`src/logic/gsirq_pkg.sv`:
```
//
// Contract
// RULE_01: overall busy bit 15 ORs three unit busies
// RULE_02: unit busy bits 7, 6, 5 follow units
// RULE_03: status bit 4 shows vertical blanking
// RULE_04: status bit 3 shows horizontal blanking
// RULE_05: bit 2 set on drop below watermark
// RULE_06: status bit 1 shows command queue full
// RULE_07: status bit 0 shows command queue empty
// RULE_08: status read-only, resets zero, 14-8 zero
// RULE_09: enables at 15, 7, 6, 5 gate interrupts
// RULE_10: blanking enables at bits 4 and 3
// RULE_11: queue enables at bits 2, 1, 0
// RULE_12: flag bit 15 ORs three completion flags
// RULE_13: completion flags sticky until software clears
// RULE_14: blanking entry sets sticky flags 4, 3
// RULE_15: watermark reach sets sticky flag 2; code sets it only on a drop from the level to below it
// RULE_16: full and empty entry set flags 1, 0
// RULE_17: first work area start is 24 bits
// RULE_18: second work area start is 24 bits
// RULE_19: software keeps work area starts even
// RULE_20: sync ports driven only when enabled
// RULE_21: five-bit watermark, zero disables event
// RULE_22: queue holds 16, full writes dropped
// RULE_23: interrupt when any flag and enable set
// RULE_24: write 0 clears flag, set wins
//
package gsirq_pkg;
  // ----------------------------------------
  // register bus
  // ----------------------------------------
  localparam int ADDR_W = 3;
  localparam int DATA_W = 16;
  localparam logic [2:0] IDX_STATUS = 3'h0;
  localparam logic [2:0] IDX_IRQ_EN = 3'h1;
  localparam logic [2:0] IDX_FLAGS = 3'h2;
  localparam logic [2:0] IDX_WA1_LO = 3'h3;
  localparam logic [2:0] IDX_WA1_HI = 3'h4;
  localparam logic [2:0] IDX_WA2_LO = 3'h5;
  localparam logic [2:0] IDX_WA2_HI = 3'h6;
  localparam logic [2:0] IDX_CTRL = 3'h7;
  // ----------------------------------------
  // field positions
  // ----------------------------------------
  localparam int BIT_ANY = 15;
  localparam int BIT_DECOMP = 7;
  localparam int BIT_COPY = 6;
  localparam int BIT_TEXT = 5;
  localparam int BIT_VBLANK = 4;
  localparam int BIT_HBLANK = 3;
  localparam int BIT_WMK = 2;
  localparam int BIT_FULL = 1;
  localparam int BIT_EMPTY = 0;
  localparam int CTRL_HS_EN = 0;
  localparam int CTRL_VS_EN = 1;
  localparam int CTRL_WMK_LO = 8;
  localparam int WMK_W = 5;
  localparam int CNT_W = 5;
  localparam int CMD_FIFO_DEPTH = 16;
  // ----------------------------------------
  // reset values
  // ----------------------------------------
  localparam logic [15:0] RST_WORD = 16'h0000;
  localparam logic [7:0] RST_FLAGS = 8'h00;
  localparam logic [15:0] IE_MASK = 16'h80ff;
  localparam logic [15:0] CTRL_MASK = 16'h1f03;
endpackage : gsirq_pkg

```
`src/logic/gsirq_regs.sv`:
```
// Local design decisions: the placing of the registers and the address-and-strobe port.
`timescale 1ns/1ps
module gsirq_regs
  import gsirq_pkg::*;
#(
  parameter int DEPTH = CMD_FIFO_DEPTH
) (
  // clock and reset
  input wire logic CLK,
  input wire logic ARST_N,
  // register port
  input wire logic [ADDR_W-1:0] ADDR,
  input wire logic [DATA_W-1:0] WR_DATA,
  input wire logic WR_STROBE,
  input wire logic RD_STROBE,
  output logic [DATA_W-1:0] RD_DATA,
  // processing units
  input wire logic DECOMP_BUSY,
  input wire logic COPY_BUSY,
  input wire logic TEXT_BUSY,
  input wire logic DECOMP_DONE,
  input wire logic COPY_DONE,
  input wire logic TEXT_DONE,
  // display timing
  input wire logic VBLANK_IN,
  input wire logic HBLANK_IN,
  input wire logic HSYNC_IN,
  input wire logic VSYNC_IN,
  output logic HSYNC_OUT,
  output logic HSYNC_OE,
  output logic VSYNC_OUT,
  output logic VSYNC_OE,
  // command queue
  input wire logic [CNT_W-1:0] CMD_COUNT,
  input wire logic CMD_PUSH,
  output logic CMD_ACCEPT,
  output logic [WMK_W-1:0] WMK_LEVEL,
  // work areas
  output logic [23:0] WA1_START,
  output logic [23:0] WA2_START,
  // interrupt
  output logic GFX_IRQ
);

  // ----------------------------------------
  // decode helper
  // ----------------------------------------

  // strobe aimed at one register index
  function automatic logic hit(
    input logic strobe,
    input logic [ADDR_W-1:0] a,
    input logic [ADDR_W-1:0] idx
  );
    hit = strobe && (a == idx);
  endfunction : hit

  // ----------------------------------------
  // reset synchroniser
  // ----------------------------------------

  logic rst_meta_q; // first stage, read only by second
  logic rst_n; // released copy used below

  // async assert, clocked release
  always_ff @(posedge CLK or negedge ARST_N) begin
    if (!ARST_N) begin
      rst_meta_q <= 1'b0;
      rst_n <= 1'b0;
    end else begin
      rst_meta_q <= 1'b1;
      rst_n <= rst_meta_q;
    end
  end

  // ----------------------------------------
  // write strobes
  // ----------------------------------------

  logic wr_ie;
  logic wr_flags;
  logic wr_wa1_lo;
  logic wr_wa1_hi;
  logic wr_wa2_lo;
  logic wr_wa2_hi;
  logic wr_ctrl;

  assign wr_ie = hit(WR_STROBE, ADDR, IDX_IRQ_EN);
  assign wr_flags = hit(WR_STROBE, ADDR, IDX_FLAGS);
  assign wr_wa1_lo = hit(WR_STROBE, ADDR, IDX_WA1_LO);
  assign wr_wa1_hi = hit(WR_STROBE, ADDR, IDX_WA1_HI);
  assign wr_wa2_lo = hit(WR_STROBE, ADDR, IDX_WA2_LO);
  assign wr_wa2_hi = hit(WR_STROBE, ADDR, IDX_WA2_HI);
  assign wr_ctrl = hit(WR_STROBE, ADDR, IDX_CTRL);

  // ----------------------------------------
  // control and enable registers
  // ----------------------------------------

  logic [15:0] ie_q; // interrupt enables
  logic [15:0] ctrl_q; // sync enables, watermark
  logic [WMK_W-1:0] wmk; // watermark level
  logic hs_en; // hsync port enable
  logic vs_en; // vsync port enable

  // only implemented enable bits store
  always_ff @(posedge CLK or negedge rst_n) begin
    if (!rst_n) begin
      ie_q <= RST_WORD;
    end else if (wr_ie) begin
      ie_q <= WR_DATA & IE_MASK; // [RULE_09] [RULE_10] [RULE_11]
    end
  end

  // control word for sync ports and watermark
  always_ff @(posedge CLK or negedge rst_n) begin
    if (!rst_n) begin
      ctrl_q <= RST_WORD;
    end else if (wr_ctrl) begin
      ctrl_q <= WR_DATA & CTRL_MASK;
    end
  end

  assign wmk = ctrl_q[CTRL_WMK_LO +: WMK_W]; // [RULE_21]
  assign hs_en = ctrl_q[CTRL_HS_EN];
  assign vs_en = ctrl_q[CTRL_VS_EN];
  assign WMK_LEVEL = wmk;

  // ----------------------------------------
  // work area start addresses
  // ----------------------------------------

  logic [23:0] wa1_q;
  logic [23:0] wa2_q;

  // low word and high byte written apart
  always_ff @(posedge CLK or negedge rst_n) begin
    if (!rst_n) begin
      wa1_q <= 24'h000000;
    end else if (wr_wa1_lo) begin
      wa1_q[15:0] <= WR_DATA; // [RULE_17]
    end else if (wr_wa1_hi) begin
      wa1_q[23:16] <= WR_DATA[7:0]; // [RULE_17]
    end
  end

  // second area, same split
  always_ff @(posedge CLK or negedge rst_n) begin
    if (!rst_n) begin
      wa2_q <= 24'h000000;
    end else if (wr_wa2_lo) begin
      wa2_q[15:0] <= WR_DATA; // [RULE_18]
    end else if (wr_wa2_hi) begin
      wa2_q[23:16] <= WR_DATA[7:0]; // [RULE_18]
    end
  end

  // bit 0 passed as stored; odd values are software's fault
  assign WA1_START = wa1_q; // [RULE_19]
  assign WA2_START = wa2_q;

  // ----------------------------------------
  // command queue status
  // ----------------------------------------

  logic [CNT_W-1:0] cnt_prev_q; // count one cycle ago
  logic full_prev_q;
  logic empty_prev_q;
  logic below_q; // below-watermark status
  logic q_full;
  logic q_empty;
  logic wmk_evt;

  assign q_full = (CMD_COUNT == CNT_W'(DEPTH)); // [RULE_06] [RULE_22]
  assign q_empty = (CMD_COUNT == '0); // [RULE_07]

  // drop from exactly the level to below it
  assign wmk_evt = (wmk != '0) && (cnt_prev_q == wmk) && (CMD_COUNT < wmk); // [RULE_21]

  // previous values for edge detection
  always_ff @(posedge CLK or negedge rst_n) begin
    if (!rst_n) begin
      cnt_prev_q <= '0;
      full_prev_q <= 1'b0;
      empty_prev_q <= 1'b1; // empty at reset is no new event
    end else begin
      cnt_prev_q <= CMD_COUNT;
      full_prev_q <= q_full;
      empty_prev_q <= q_empty;
    end
  end

  // set by the drop, cleared once back at level
  always_ff @(posedge CLK or negedge rst_n) begin
    if (!rst_n) begin
      below_q <= 1'b0;
    end else if (wmk_evt) begin
      below_q <= 1'b1; // [RULE_05]
    end else if (wmk == '0 || CMD_COUNT >= wmk) begin
      below_q <= 1'b0; // [RULE_05] [RULE_21]
    end
  end

  // pushes into a full queue are dropped
  assign CMD_ACCEPT = CMD_PUSH && !q_full; // [RULE_22]

  // ----------------------------------------
  // blanking edges
  // ----------------------------------------

  logic vb_prev_q;
  logic hb_prev_q;

  // entry into blanking is the event
  always_ff @(posedge CLK or negedge rst_n) begin
    if (!rst_n) begin
      vb_prev_q <= 1'b0;
      hb_prev_q <= 1'b0;
    end else begin
      vb_prev_q <= VBLANK_IN;
      hb_prev_q <= HBLANK_IN;
    end
  end

  // ----------------------------------------
  // interrupt flags
  // ----------------------------------------

  logic [7:0] hw_set; // per-bit set events
  logic [7:0] flags_q; // sticky flags 7..0
  logic [15:0] flags_rd; // flag word as read
  logic [15:0] status_w; // status word as read

  assign hw_set[BIT_DECOMP] = DECOMP_DONE; // [RULE_13]
  assign hw_set[BIT_COPY] = COPY_DONE; // [RULE_13]
  assign hw_set[BIT_TEXT] = TEXT_DONE; // [RULE_13]
  assign hw_set[BIT_VBLANK] = VBLANK_IN && !vb_prev_q; // [RULE_14]
  assign hw_set[BIT_HBLANK] = HBLANK_IN && !hb_prev_q; // [RULE_14]
  assign hw_set[BIT_WMK] = wmk_evt; // [RULE_15]
  assign hw_set[BIT_FULL] = q_full && !full_prev_q; // [RULE_16]
  assign hw_set[BIT_EMPTY] = q_empty && !empty_prev_q; // [RULE_16]

  // one sticky flag per bit; writing 1 leaves it alone
  for (genvar i = 0; i < 8; i++) begin : g_flag
    always_ff @(posedge CLK or negedge rst_n) begin
      if (!rst_n) begin
        flags_q[i] <= RST_FLAGS[i];
      end else if (hw_set[i]) begin
        flags_q[i] <= 1'b1; // [RULE_24] set beats clear
      end else if (wr_flags && !WR_DATA[i]) begin
        flags_q[i] <= 1'b0; // [RULE_24]
      end
    end
  end

  // bit 15 is derived, never stored
  always_comb begin
    flags_rd = RST_WORD;
    flags_rd[7:0] = flags_q;
    flags_rd[BIT_ANY] = |flags_q[BIT_DECOMP:BIT_TEXT]; // [RULE_12]
  end

  // ----------------------------------------
  // status word
  // ----------------------------------------

  // live view; unused bits stay zero
  always_comb begin
    status_w = RST_WORD; // [RULE_08]
    status_w[BIT_DECOMP] = DECOMP_BUSY; // [RULE_02]
    status_w[BIT_COPY] = COPY_BUSY; // [RULE_02]
    status_w[BIT_TEXT] = TEXT_BUSY; // [RULE_02]
    status_w[BIT_ANY] = DECOMP_BUSY | COPY_BUSY | TEXT_BUSY; // [RULE_01]
    status_w[BIT_VBLANK] = VBLANK_IN; // [RULE_03]
    status_w[BIT_HBLANK] = HBLANK_IN; // [RULE_04]
    status_w[BIT_WMK] = below_q; // [RULE_05]
    status_w[BIT_FULL] = q_full; // [RULE_06]
    status_w[BIT_EMPTY] = q_empty; // [RULE_07]
  end

  // ----------------------------------------
  // read path
  // ----------------------------------------

  logic [15:0] rd_d;

  // status ignores writes: no strobe for it exists
  always_comb begin
    case (ADDR)
      IDX_STATUS: rd_d = status_w; // [RULE_08]
      IDX_IRQ_EN: rd_d = ie_q;
      IDX_FLAGS: rd_d = flags_rd;
      IDX_WA1_LO: rd_d = wa1_q[15:0];
      IDX_WA1_HI: rd_d = {8'h00, wa1_q[23:16]}; // [RULE_17]
      IDX_WA2_LO: rd_d = wa2_q[15:0];
      IDX_WA2_HI: rd_d = {8'h00, wa2_q[23:16]}; // [RULE_18]
      IDX_CTRL: rd_d = ctrl_q;
      default: rd_d = RST_WORD;
    endcase
  end

  // data only in the cycle after the strobe
  always_ff @(posedge CLK or negedge rst_n) begin
    if (!rst_n) begin
      RD_DATA <= RST_WORD;
    end else if (RD_STROBE) begin
      RD_DATA <= rd_d;
    end else begin
      RD_DATA <= RST_WORD;
    end
  end

  // ----------------------------------------
  // sync ports and interrupt
  // ----------------------------------------

  // sync levels pass through one flop when enabled
  always_ff @(posedge CLK or negedge rst_n) begin
    if (!rst_n) begin
      HSYNC_OUT <= 1'b0;
      VSYNC_OUT <= 1'b0;
    end else begin
      HSYNC_OUT <= HSYNC_IN && hs_en; // [RULE_20]
      VSYNC_OUT <= VSYNC_IN && vs_en; // [RULE_20]
    end
  end

  assign HSYNC_OE = hs_en; // [RULE_20]
  assign VSYNC_OE = vs_en; // [RULE_20]

  // registered so the line never glitches
  always_ff @(posedge CLK or negedge rst_n) begin
    if (!rst_n) begin
      GFX_IRQ <= 1'b0;
    end else begin
      GFX_IRQ <= |(flags_rd & ie_q); // [RULE_23] [RULE_09]
    end
  end

  // ----------------------------------------
  // assertions
  // ----------------------------------------

  a_busy_any: assert property (@(posedge CLK) disable iff (!rst_n) // [RULE_01]
    hit(RD_STROBE, ADDR, IDX_STATUS) |=>
      RD_DATA[BIT_ANY] == $past(DECOMP_BUSY | COPY_BUSY | TEXT_BUSY))
    else $error("busy summary wrong");

  a_status_gap: assert property (@(posedge CLK) disable iff (!rst_n) // [RULE_08]
    hit(RD_STROBE, ADDR, IDX_STATUS) |=> RD_DATA[14:8] == 7'h00)
    else $error("status gap not zero");

  a_full_read: assert property (@(posedge CLK) disable iff (!rst_n) // [RULE_06]
    hit(RD_STROBE, ADDR, IDX_STATUS) |=>
      RD_DATA[BIT_FULL] == $past(CMD_COUNT == CNT_W'(DEPTH)))
    else $error("full status wrong");

  a_vblank_entry: assert property (@(posedge CLK) disable iff (!rst_n) // [RULE_14]
    $rose(VBLANK_IN) |=> flags_q[BIT_VBLANK])
    else $error("vblank flag not set");

  a_set_wins: assert property (@(posedge CLK) disable iff (!rst_n) // [RULE_24]
    DECOMP_DONE && wr_flags && !WR_DATA[BIT_DECOMP] |=> flags_q[BIT_DECOMP])
    else $error("clear beat set");

  a_flag_sticky: assert property (@(posedge CLK) disable iff (!rst_n) // [RULE_13]
    flags_q[BIT_COPY] && !(wr_flags && !WR_DATA[BIT_COPY]) |=> flags_q[BIT_COPY])
    else $error("flag lost");

  a_irq_masked: assert property (@(posedge CLK) disable iff (!rst_n) // [RULE_23]
    ie_q == RST_WORD |=> !GFX_IRQ)
    else $error("irq with no enable");

  a_wa_high_zero: assert property (@(posedge CLK) disable iff (!rst_n) // [RULE_17]
    hit(RD_STROBE, ADDR, IDX_WA1_HI) |=> RD_DATA[15:8] == 8'h00)
    else $error("high byte not zero");

  a_hsync_off: assert property (@(posedge CLK) disable iff (!rst_n) // [RULE_20]
    !hs_en |-> !HSYNC_OE ##1 !HSYNC_OUT)
    else $error("hsync driven while off");

  a_full_drop: assert property (@(posedge CLK) disable iff (!rst_n) // [RULE_22]
    q_full |-> !CMD_ACCEPT)
    else $error("push taken while full");

  a_wmk_off: assert property (@(posedge CLK) disable iff (!rst_n) // [RULE_21]
    wmk == '0 |-> !hw_set[BIT_WMK] ##1 !below_q)
    else $error("watermark active when off");

endmodule : gsirq_regs

```
`config.mk`:
```
export PLATFORM = sky130hd
export DESIGN_NAME = gsirq_regs
export DESIGN_NICKNAME = d
export VERILOG_FILES = /design/src/logic/gsirq_pkg.sv /design/src/logic/gsirq_regs.sv
export SDC_FILE = /design/constraint.sdc
export NUM_CORES = 1
export LEC_CHECK = 0
export BUFFER_PORTS_ARGS = -buffer_cell sky130_fd_sc_hd__buf_2
export CAP_MARGIN = 20
export CORE_UTILIZATION = 42
export DETAILED_ROUTE_END_ITERATION = 8
export GPL_TIMING_DRIVEN = 0
export PLACE_DENSITY = 0.71
export SKIP_LAST_GASP = 1
export SLEW_MARGIN = 20
export SYNTH_ARGS = -nofsm -noshare
export SYNTH_HDL_FRONTEND = slang
export SYNTH_SLANG_ARGS = --single-unit
```
`constraint.sdc`:
```
create_clock -name CLK -period 3.55 [get_ports CLK]
set_input_delay 0 -clock CLK [delete_from_list [all_inputs] [get_ports CLK]]
set_output_delay 0 -clock CLK [all_outputs]
set_load 0.1 [all_outputs]
```
==> results of run 1 <==
[registers in the layout, summed over array words and instances (netlist names)]
name / cells
GFX_IRQ: 1
RD_DATA: 16
flags_q: 8
ctrl_q: 7
empty_prev_q: 1
ie_q: 9
hb_prev_q: 1
rst_meta_q: 1
below_q: 1
HSYNC_OUT: 1
rst_n: 1
VSYNC_OUT: 1
WA2_START: 24
vb_prev_q: 1
cnt_prev_q: 5
WA1_START: 24
full_prev_q: 1
[Yosys cell counts, types with 4 or more instances]
master    count
a22oi_1       8
nor2b_1       8
o21ai_0      29
ha_1          5
nand2b_1      5
nor2_1       15
mux2i_1      10
inv_1        19
a22o_1        7
buf_6         5
mux2_2       46
nand2_1      20
mux2_4       16
a221oi_1      4
dfrtp_1     102
and2_1        4
a21oi_1      14
[final timing paths]
check / endpoint / slack (ns) / startpoint / cells after the start
max: CMD_ACCEPT / 1.85 / CMD_COUNT[1] / 6
min: RD_DATA[5]$_DFF_PN0_ / 0.06 / ADDR[1] / 4
max reg2reg: flags_q[2]$_DFFE_PN0P_ / 1.87 / ctrl_q[11]$_DFFE_PN0P_ / 6
min reg2reg: WA1_START[1]$_DFFE_PN0P_ / 0.29 / rst_n$_DFF_PN0_ / 0
max in group asynchronous: empty_prev_q$_DFF_PN1_ / 2.66 / rst_n$_DFF_PN0_ / 1
min in group asynchronous: WA1_START[1]$_DFFE_PN0P_ / 0.29 / rst_n$_DFF_PN0_ / 0
[final cells by class]
cell class / instances / area [um2] / share of cell area
multi-input combinational: 232 / 1870 / 0.315
clock buffer: 12 / 135 / 0.0227
timing repair buffer: 150 / 961 / 0.162
tap: 136 / 170 / 0.0286
inverter: 19 / 71.3 / 0.0120
sequential: 103 / 2580 / 0.434
clock inverter: 4 / 47.5 / 0.00799
buffer: 14 / 105 / 0.0177
[routing by layer]
layer | GRT usage | up-vias | part of all wire
li1 | - | 1631 | -
met1 | 0.311 | 1747 | 0.45
met2 | 0.355 | 129 | 0.47
met3 | 0.0316 | 14 | 0.061
met4 | 0.0978 | 0 | 0.017
met5 | 0 | - | 0
[cells by family (layout without fill, tap and decap cells)]
logic type	count (synthesis)	count (layout)	share of synthesized area
AND/OR/NAND/NOR	70	70	0.0835
XOR/XNOR	5	5	0.00946
multiplexers	75	75	0.193
flip-flops	103	103	0.557
buffers and inverters	33	199	0.0381
adder cells (fa/ha/maj)	5	5	0.0135
AO/OA/AOI/OAI	76	76	0.105
other	1	1	0.000810
[power breakdown]
group / internal (W) / leakage [nW] / switching (W)
combinational: 0.000399 / 1.51 / 0.00147
sequential: 0.00137 / 1.24 / 0.000178
clock: 0.000325 / 0.0904 / 0.000396
total: 0.00210 / 2.84 / 0.00204
[metrics by stage]
stage | area [um2] | hold slack [ns] | power [W] | std cells
floorplan | 4630 | -0.296 | 0.00306 | 368
global placement | 5360 | -0.215 | 0.00338 | 616
detailed placement | 5400 | -0.212 | 0.00341 | 618
CTS | 5950 | 0.0435 | 0.00416 | 670
global route | 5950 | 0.0773 | 0.00429 | 670
finish | 5950 | 0.0585 | 0.00414 | 670
[critical path, delay by kind of cell]
family                 cells  cell delay (ns)
buffers and inverters      3             0.95
and+or+nand+nor            3             0.74
==> results.sh, run 1 <==
export IMPL_drtPass1Iterations=4
export IMPL_ys_warn_count=0
export IMPL_die_y_um=107
export IMPL_gr_usage_all_layers=0.225
export IMPL_final_cell_mix="buf_2 (115), dfrtp_1 (101), mux2_2 (46)"
export IMPL_start_util=0.441
export IMPL_area_growth_pct=28.5
export IMPL_fp_dieW_um=107
export IMPL_cts_hold_buf=36
export IMPL_fmax_mhz=587
export IMPL_n_fill_cell=903
export IMPL_worstMarginPinSlew_ns=0.597
export IMPL_crit_fanout=3
export IMPL_skew_ns=0.0104
export IMPL_wirelength_um=12400
export IMPL_grt_pass1_wl_um=19200
export IMPL_netlist_area_leader_share=0.551
export IMPL_powerDensity_nw_per_um2=696
export IMPL_die_area_um2=11400
export IMPL_slowest_stage="dlygate4sd3_1"
export IMPL_ys_seq_area_frac=0.557
export IMPL_cp_required_ns=3.55
export IMPL_synthTopCellsByArea="dfrtp_1 (55%), mux2_2 (11%), mux2_4 (5.2%)"
export IMPL_final_common_cell="buf_2"
export IMPL_drv_slew=0
export IMPL_dp_slack_ns=1.88
export IMPL_cts_resized=0
export IMPL_ir_worst_vdd_v=0.000313
export IMPL_vias=3521
export IMPL_p_leak_nw=2.84
export IMPL_drv_cap=0
export IMPL_antenna_left=0
export IMPL_setup_ws_ns=1.85
export IMPL_yosysUniqueCellTypes=44
export IMPL_clkTransAtPathRegs_ns=0.09
export IMPL_core_region_area_um2=10500
export IMPL_grt_max_degree=38
export IMPL_grt_ovfl_total=0
export IMPL_endpoint_kind="output port"
export IMPL_cts_tree="yes"
export IMPL_crit_path_start_kind="input port"
export IMPL_portBuffers=112
export IMPL_clk_latency_ns=0.38
export IMPL_clock_sinks=103
export IMPL_cts_setup_buffers=0
export IMPL_final_hold_viol_count=0
export IMPL_grt_pass1_vias=3537
export IMPL_crit_chain="dlygate4sd3_1 > buf_2 > nor4_1 > nand2_1 > and2_1 > buf_2"
export IMPL_syn_nets=412
export IMPL_globalplace_congestion=0.849
export IMPL_detail_route_iter0_violations=160
export IMPL_fin_util=0.566
export IMPL_dp_hpwl_um=8800
export IMPL_crit_arrival_ns=1.70
export IMPL_slew_headroom=0.601
export IMPL_clk_root_buffer_cell="clkbuf_8"
export IMPL_clockBufferDepth=2
export IMPL_pin_count=114
export IMPL_drive_above_1_share=0.391
export IMPL_setup_viol=0
export IMPL_ys_seq_elements=103
export IMPL_crit_type="in2out"
export IMPL_avgRoutedWirePerCell_um=18.4
export IMPL_synth_edf_count=0
export IMPL_slowest_delay_ns=0.53
export IMPL_rows=37
export IMPL_finalCritPeriodShare=0.479
export IMPL_antennaDiodeCount=0
export IMPL_syn_inst=368
export IMPL_yosys_most_used_dff="dfrtp_1"
export IMPL_status="finished clean"
export IMPL_h_tree_depth=3
export IMPL_cts_buffers=9
export IMPL_avgSynthCellArea_um2=12.6
export IMPL_synthArstFlopShare=1.00
export IMPL_post_route_drc_count=0
export IMPL_vias_per_cell=5.26
export IMPL_synthesis_area_um2=4630
export IMPL_finalCriticalPeriod_ns=1.70
export IMPL_synth_top_area_cell="dfrtp_1"
export IMPL_cpMostUsedCell="buf_2"
export IMPL_hold_path_class="in2reg"
export IMPL_antenna_found_initial=0
export IMPL_nets=573
export IMPL_fin_tns_setup_ns=0
export IMPL_grt_setup_unrepaired="no"
Note: power is estimated with default switching activity, not from simulation.
==> inputs of run 2 (changes only) <==
--- a/config.mk
+++ b/config.mk
@@ -10,7 +10,7 @@
 export CORE_UTILIZATION = 42
 export DETAILED_ROUTE_END_ITERATION = 8
 export GPL_TIMING_DRIVEN = 0
-export PLACE_DENSITY = 0.71
+export PLACE_DENSITY = 0.74
 export SKIP_LAST_GASP = 1
 export SLEW_MARGIN = 20
 export SYNTH_ARGS = -nofsm -noshare
==> constraint.sdc (replaced) <==
create_clock -name CLK -period 1.55 [get_ports CLK]
set_input_delay 0 -clock CLK [delete_from_list [all_inputs] [get_ports CLK]]
set_output_delay 0 -clock CLK [all_outputs]
set_load 0.1 [all_outputs]
==> results.sh, run 2 (same netlist as run 1, synthesis figures left out) <==
export IMPL_finalCriticalPeriod_ns=1.51
export IMPL_drv_cap=0
export IMPL_portBuffers=112
export IMPL_grt_ovfl_total=0
export IMPL_switching_share=0.503
export IMPL_crit_type="in2out"
export IMPL_combPwrFrac=0.453
export IMPL_gr_usage_all_layers=0.229
export IMPL_drive_above_1_share=0.418
export IMPL_vias=3674
export IMPL_antenna_left=0
export IMPL_start_util=0.441
export IMPL_ir_worst_vdd_v=0.00131
export IMPL_clk_latency_ns=0.38
export IMPL_dp_slack_ns=0.0610
export IMPL_endpoint_kind="output port"
export IMPL_antenna_found_initial=0
export IMPL_rows=37
export IMPL_skew_ns=0.00822
export IMPL_slew_headroom=0.561
export IMPL_grt_pass1_vias=3722
export IMPL_crit_arrival_ns=1.51
export IMPL_power_internal_w=0.00471
export IMPL_status="finished clean"
export IMPL_p_leak_nw=2.84
export IMPL_drtPass1Iterations=5
export IMPL_cts_tree="yes"
export IMPL_area_growth_pct=29.6
export IMPL_vias_per_cell=5.47
export IMPL_antennaDiodeCount=0
export IMPL_clockBufferDepth=2
export IMPL_clk_root_buffer_cell="clkbuf_8"
export IMPL_nets=575
export IMPL_wirelength_um=12600
export IMPL_avgRoutedWirePerCell_um=18.7
export IMPL_pin_count=114
export IMPL_fp_dieW_um=107
export IMPL_post_route_drc_count=0
export IMPL_dp_hpwl_um=8910
export IMPL_min_path_cells=4
export IMPL_detail_route_iter0_violations=229
export IMPL_fin_util=0.571
export IMPL_seqPwrFrac=0.376
export IMPL_drv_slew=0
export IMPL_cts_setup_buffers=0
export IMPL_core_region_area_um2=10500
export IMPL_setup_ws_ns=0.0434
export IMPL_final_hold_viol_count=0
export IMPL_cts_buffers=9
export IMPL_clkTransAtPathRegs_ns=0.11
export IMPL_final_cell_mix="buf_2 (114), dfrtp_1 (92), mux2_2 (46)"
export IMPL_p_clk_frac=0.171
export IMPL_cp_required_ns=1.55
export IMPL_fmax_mhz=664
export IMPL_crit_fanout=3
export IMPL_h_tree_depth=3
export IMPL_hold_path_class="in2reg"
export IMPL_worstMarginPinSlew_ns=0.657
export IMPL_grt_pass1_wl_um=19700
export IMPL_finalCritPeriodShare=0.972
export IMPL_globalplace_congestion=0.855
export IMPL_p_sw_w=0.00476
export IMPL_clock_sinks=103
export IMPL_die_area_um2=11400
export IMPL_r2r_cells=6
export IMPL_grt_setup_unrepaired="no"
export IMPL_powerDensity_nw_per_um2=1580
export IMPL_final_common_cell="buf_2"
export IMPL_crit_path_start_kind="input port"
export IMPL_setup_viol=0
export IMPL_grt_max_degree=41
export IMPL_die_y_um=107
-- run 2: changes by cell type in the layout (fill, tap and decap cells not counted), sizes merged --
| cell | previous run | this run |
|---|---|---|
| bufinv | 1 | 0 |
| clkbuf | 15 | 14 |
| clkinvlp | 1 | 3 |
| buf | 125 | 124 |
| inv | 19 | 20 |
| dlygate4sd3 | 36 | 38 |
-- run 2: power groups by stage --
| stage | registers (W) | logic [W] | clock network, W |
|---|---|---|---|
| floorplan | 0.00618 | 0.000850 | 0 |
| global placement | 0.00363 | 0.00412 | 0 |
| detailed placement | 0.00361 | 0.00423 | 0 |
| CTS | 0.00356 | 0.00430 | 0.00163 |
| global route | 0.00363 | 0.00444 | 0.00173 |
| finish | 0.00356 | 0.00429 | 0.00162 |
-- run 2: cell type report --
class,count,area [um2]
fillers,883,4510
flip-flops and latches,103,2600
multi-input cells,232,1890
repair buffers,152,983
well taps,136,170
clock buffers,10,138
plain buffers,14,105
inverters,19,71.3
clock inverters,6,45.0
-- run 2: path summary, 6_finish.rpt --
path / from / to / slack [ns]
min in group asynchronous: rst_n$_DFF_PN0_ / WA1_START[3]$_DFFE_PN0P_ / 0.26
max in group asynchronous: rst_n$_DFF_PN0_ / WA1_START[7]$_DFFE_PN0P_ / 0.49
min: CMD_COUNT[0] / flags_q[1]$_DFFE_PN0P_ / 0.04
min reg2reg: rst_n$_DFF_PN0_ / WA1_START[3]$_DFFE_PN0P_ / 0.26
max: CMD_COUNT[2] / CMD_ACCEPT / 0.04
max reg2reg: ctrl_q[11]$_DFFE_PN0P_ / flags_q[2]$_DFFE_PN0P_ / 0.08
-- run 2: worst max-delay path: stages --
cell           delay, ns
dlygate4sd3_1       0.53
buf_2               0.14
nor4_1              0.21
nand2_1             0.17
and2_1              0.18
clkbuf_4            0.27
-- run 2: through the flow --
step,power [W],instances,hold WS (ns),instance area (um2),TNS (ns)
after CTS,0.00949,672,0.0316,5990,0
after global routing,0.00980,672,0.0868,6000,0
after global placement,0.00775,616,-0.213,5390,-0.0702
final,0.00948,672,0.0377,6000,0
after detailed placement,0.00784,618,-0.211,5430,0
after floorplan,0.00703,368,-0.296,4660,0
-- run 2: metal layers --
layer,vias up,track usage,wire length [um]
li1,1625,-,-
met4,0,0.0685,203
met1,1852,0.305,5300
met3,22,0.0450,900
met2,175,0.378,6180
met5,-,0,0
-- run 2: timing repair --
action                                  4_1_cts  5_1_grt
gates resized for setup                       0        2
endpoints found under the hold margin        88        0
hold buffers                                 38        0
endpoints found under the setup margin        0        4
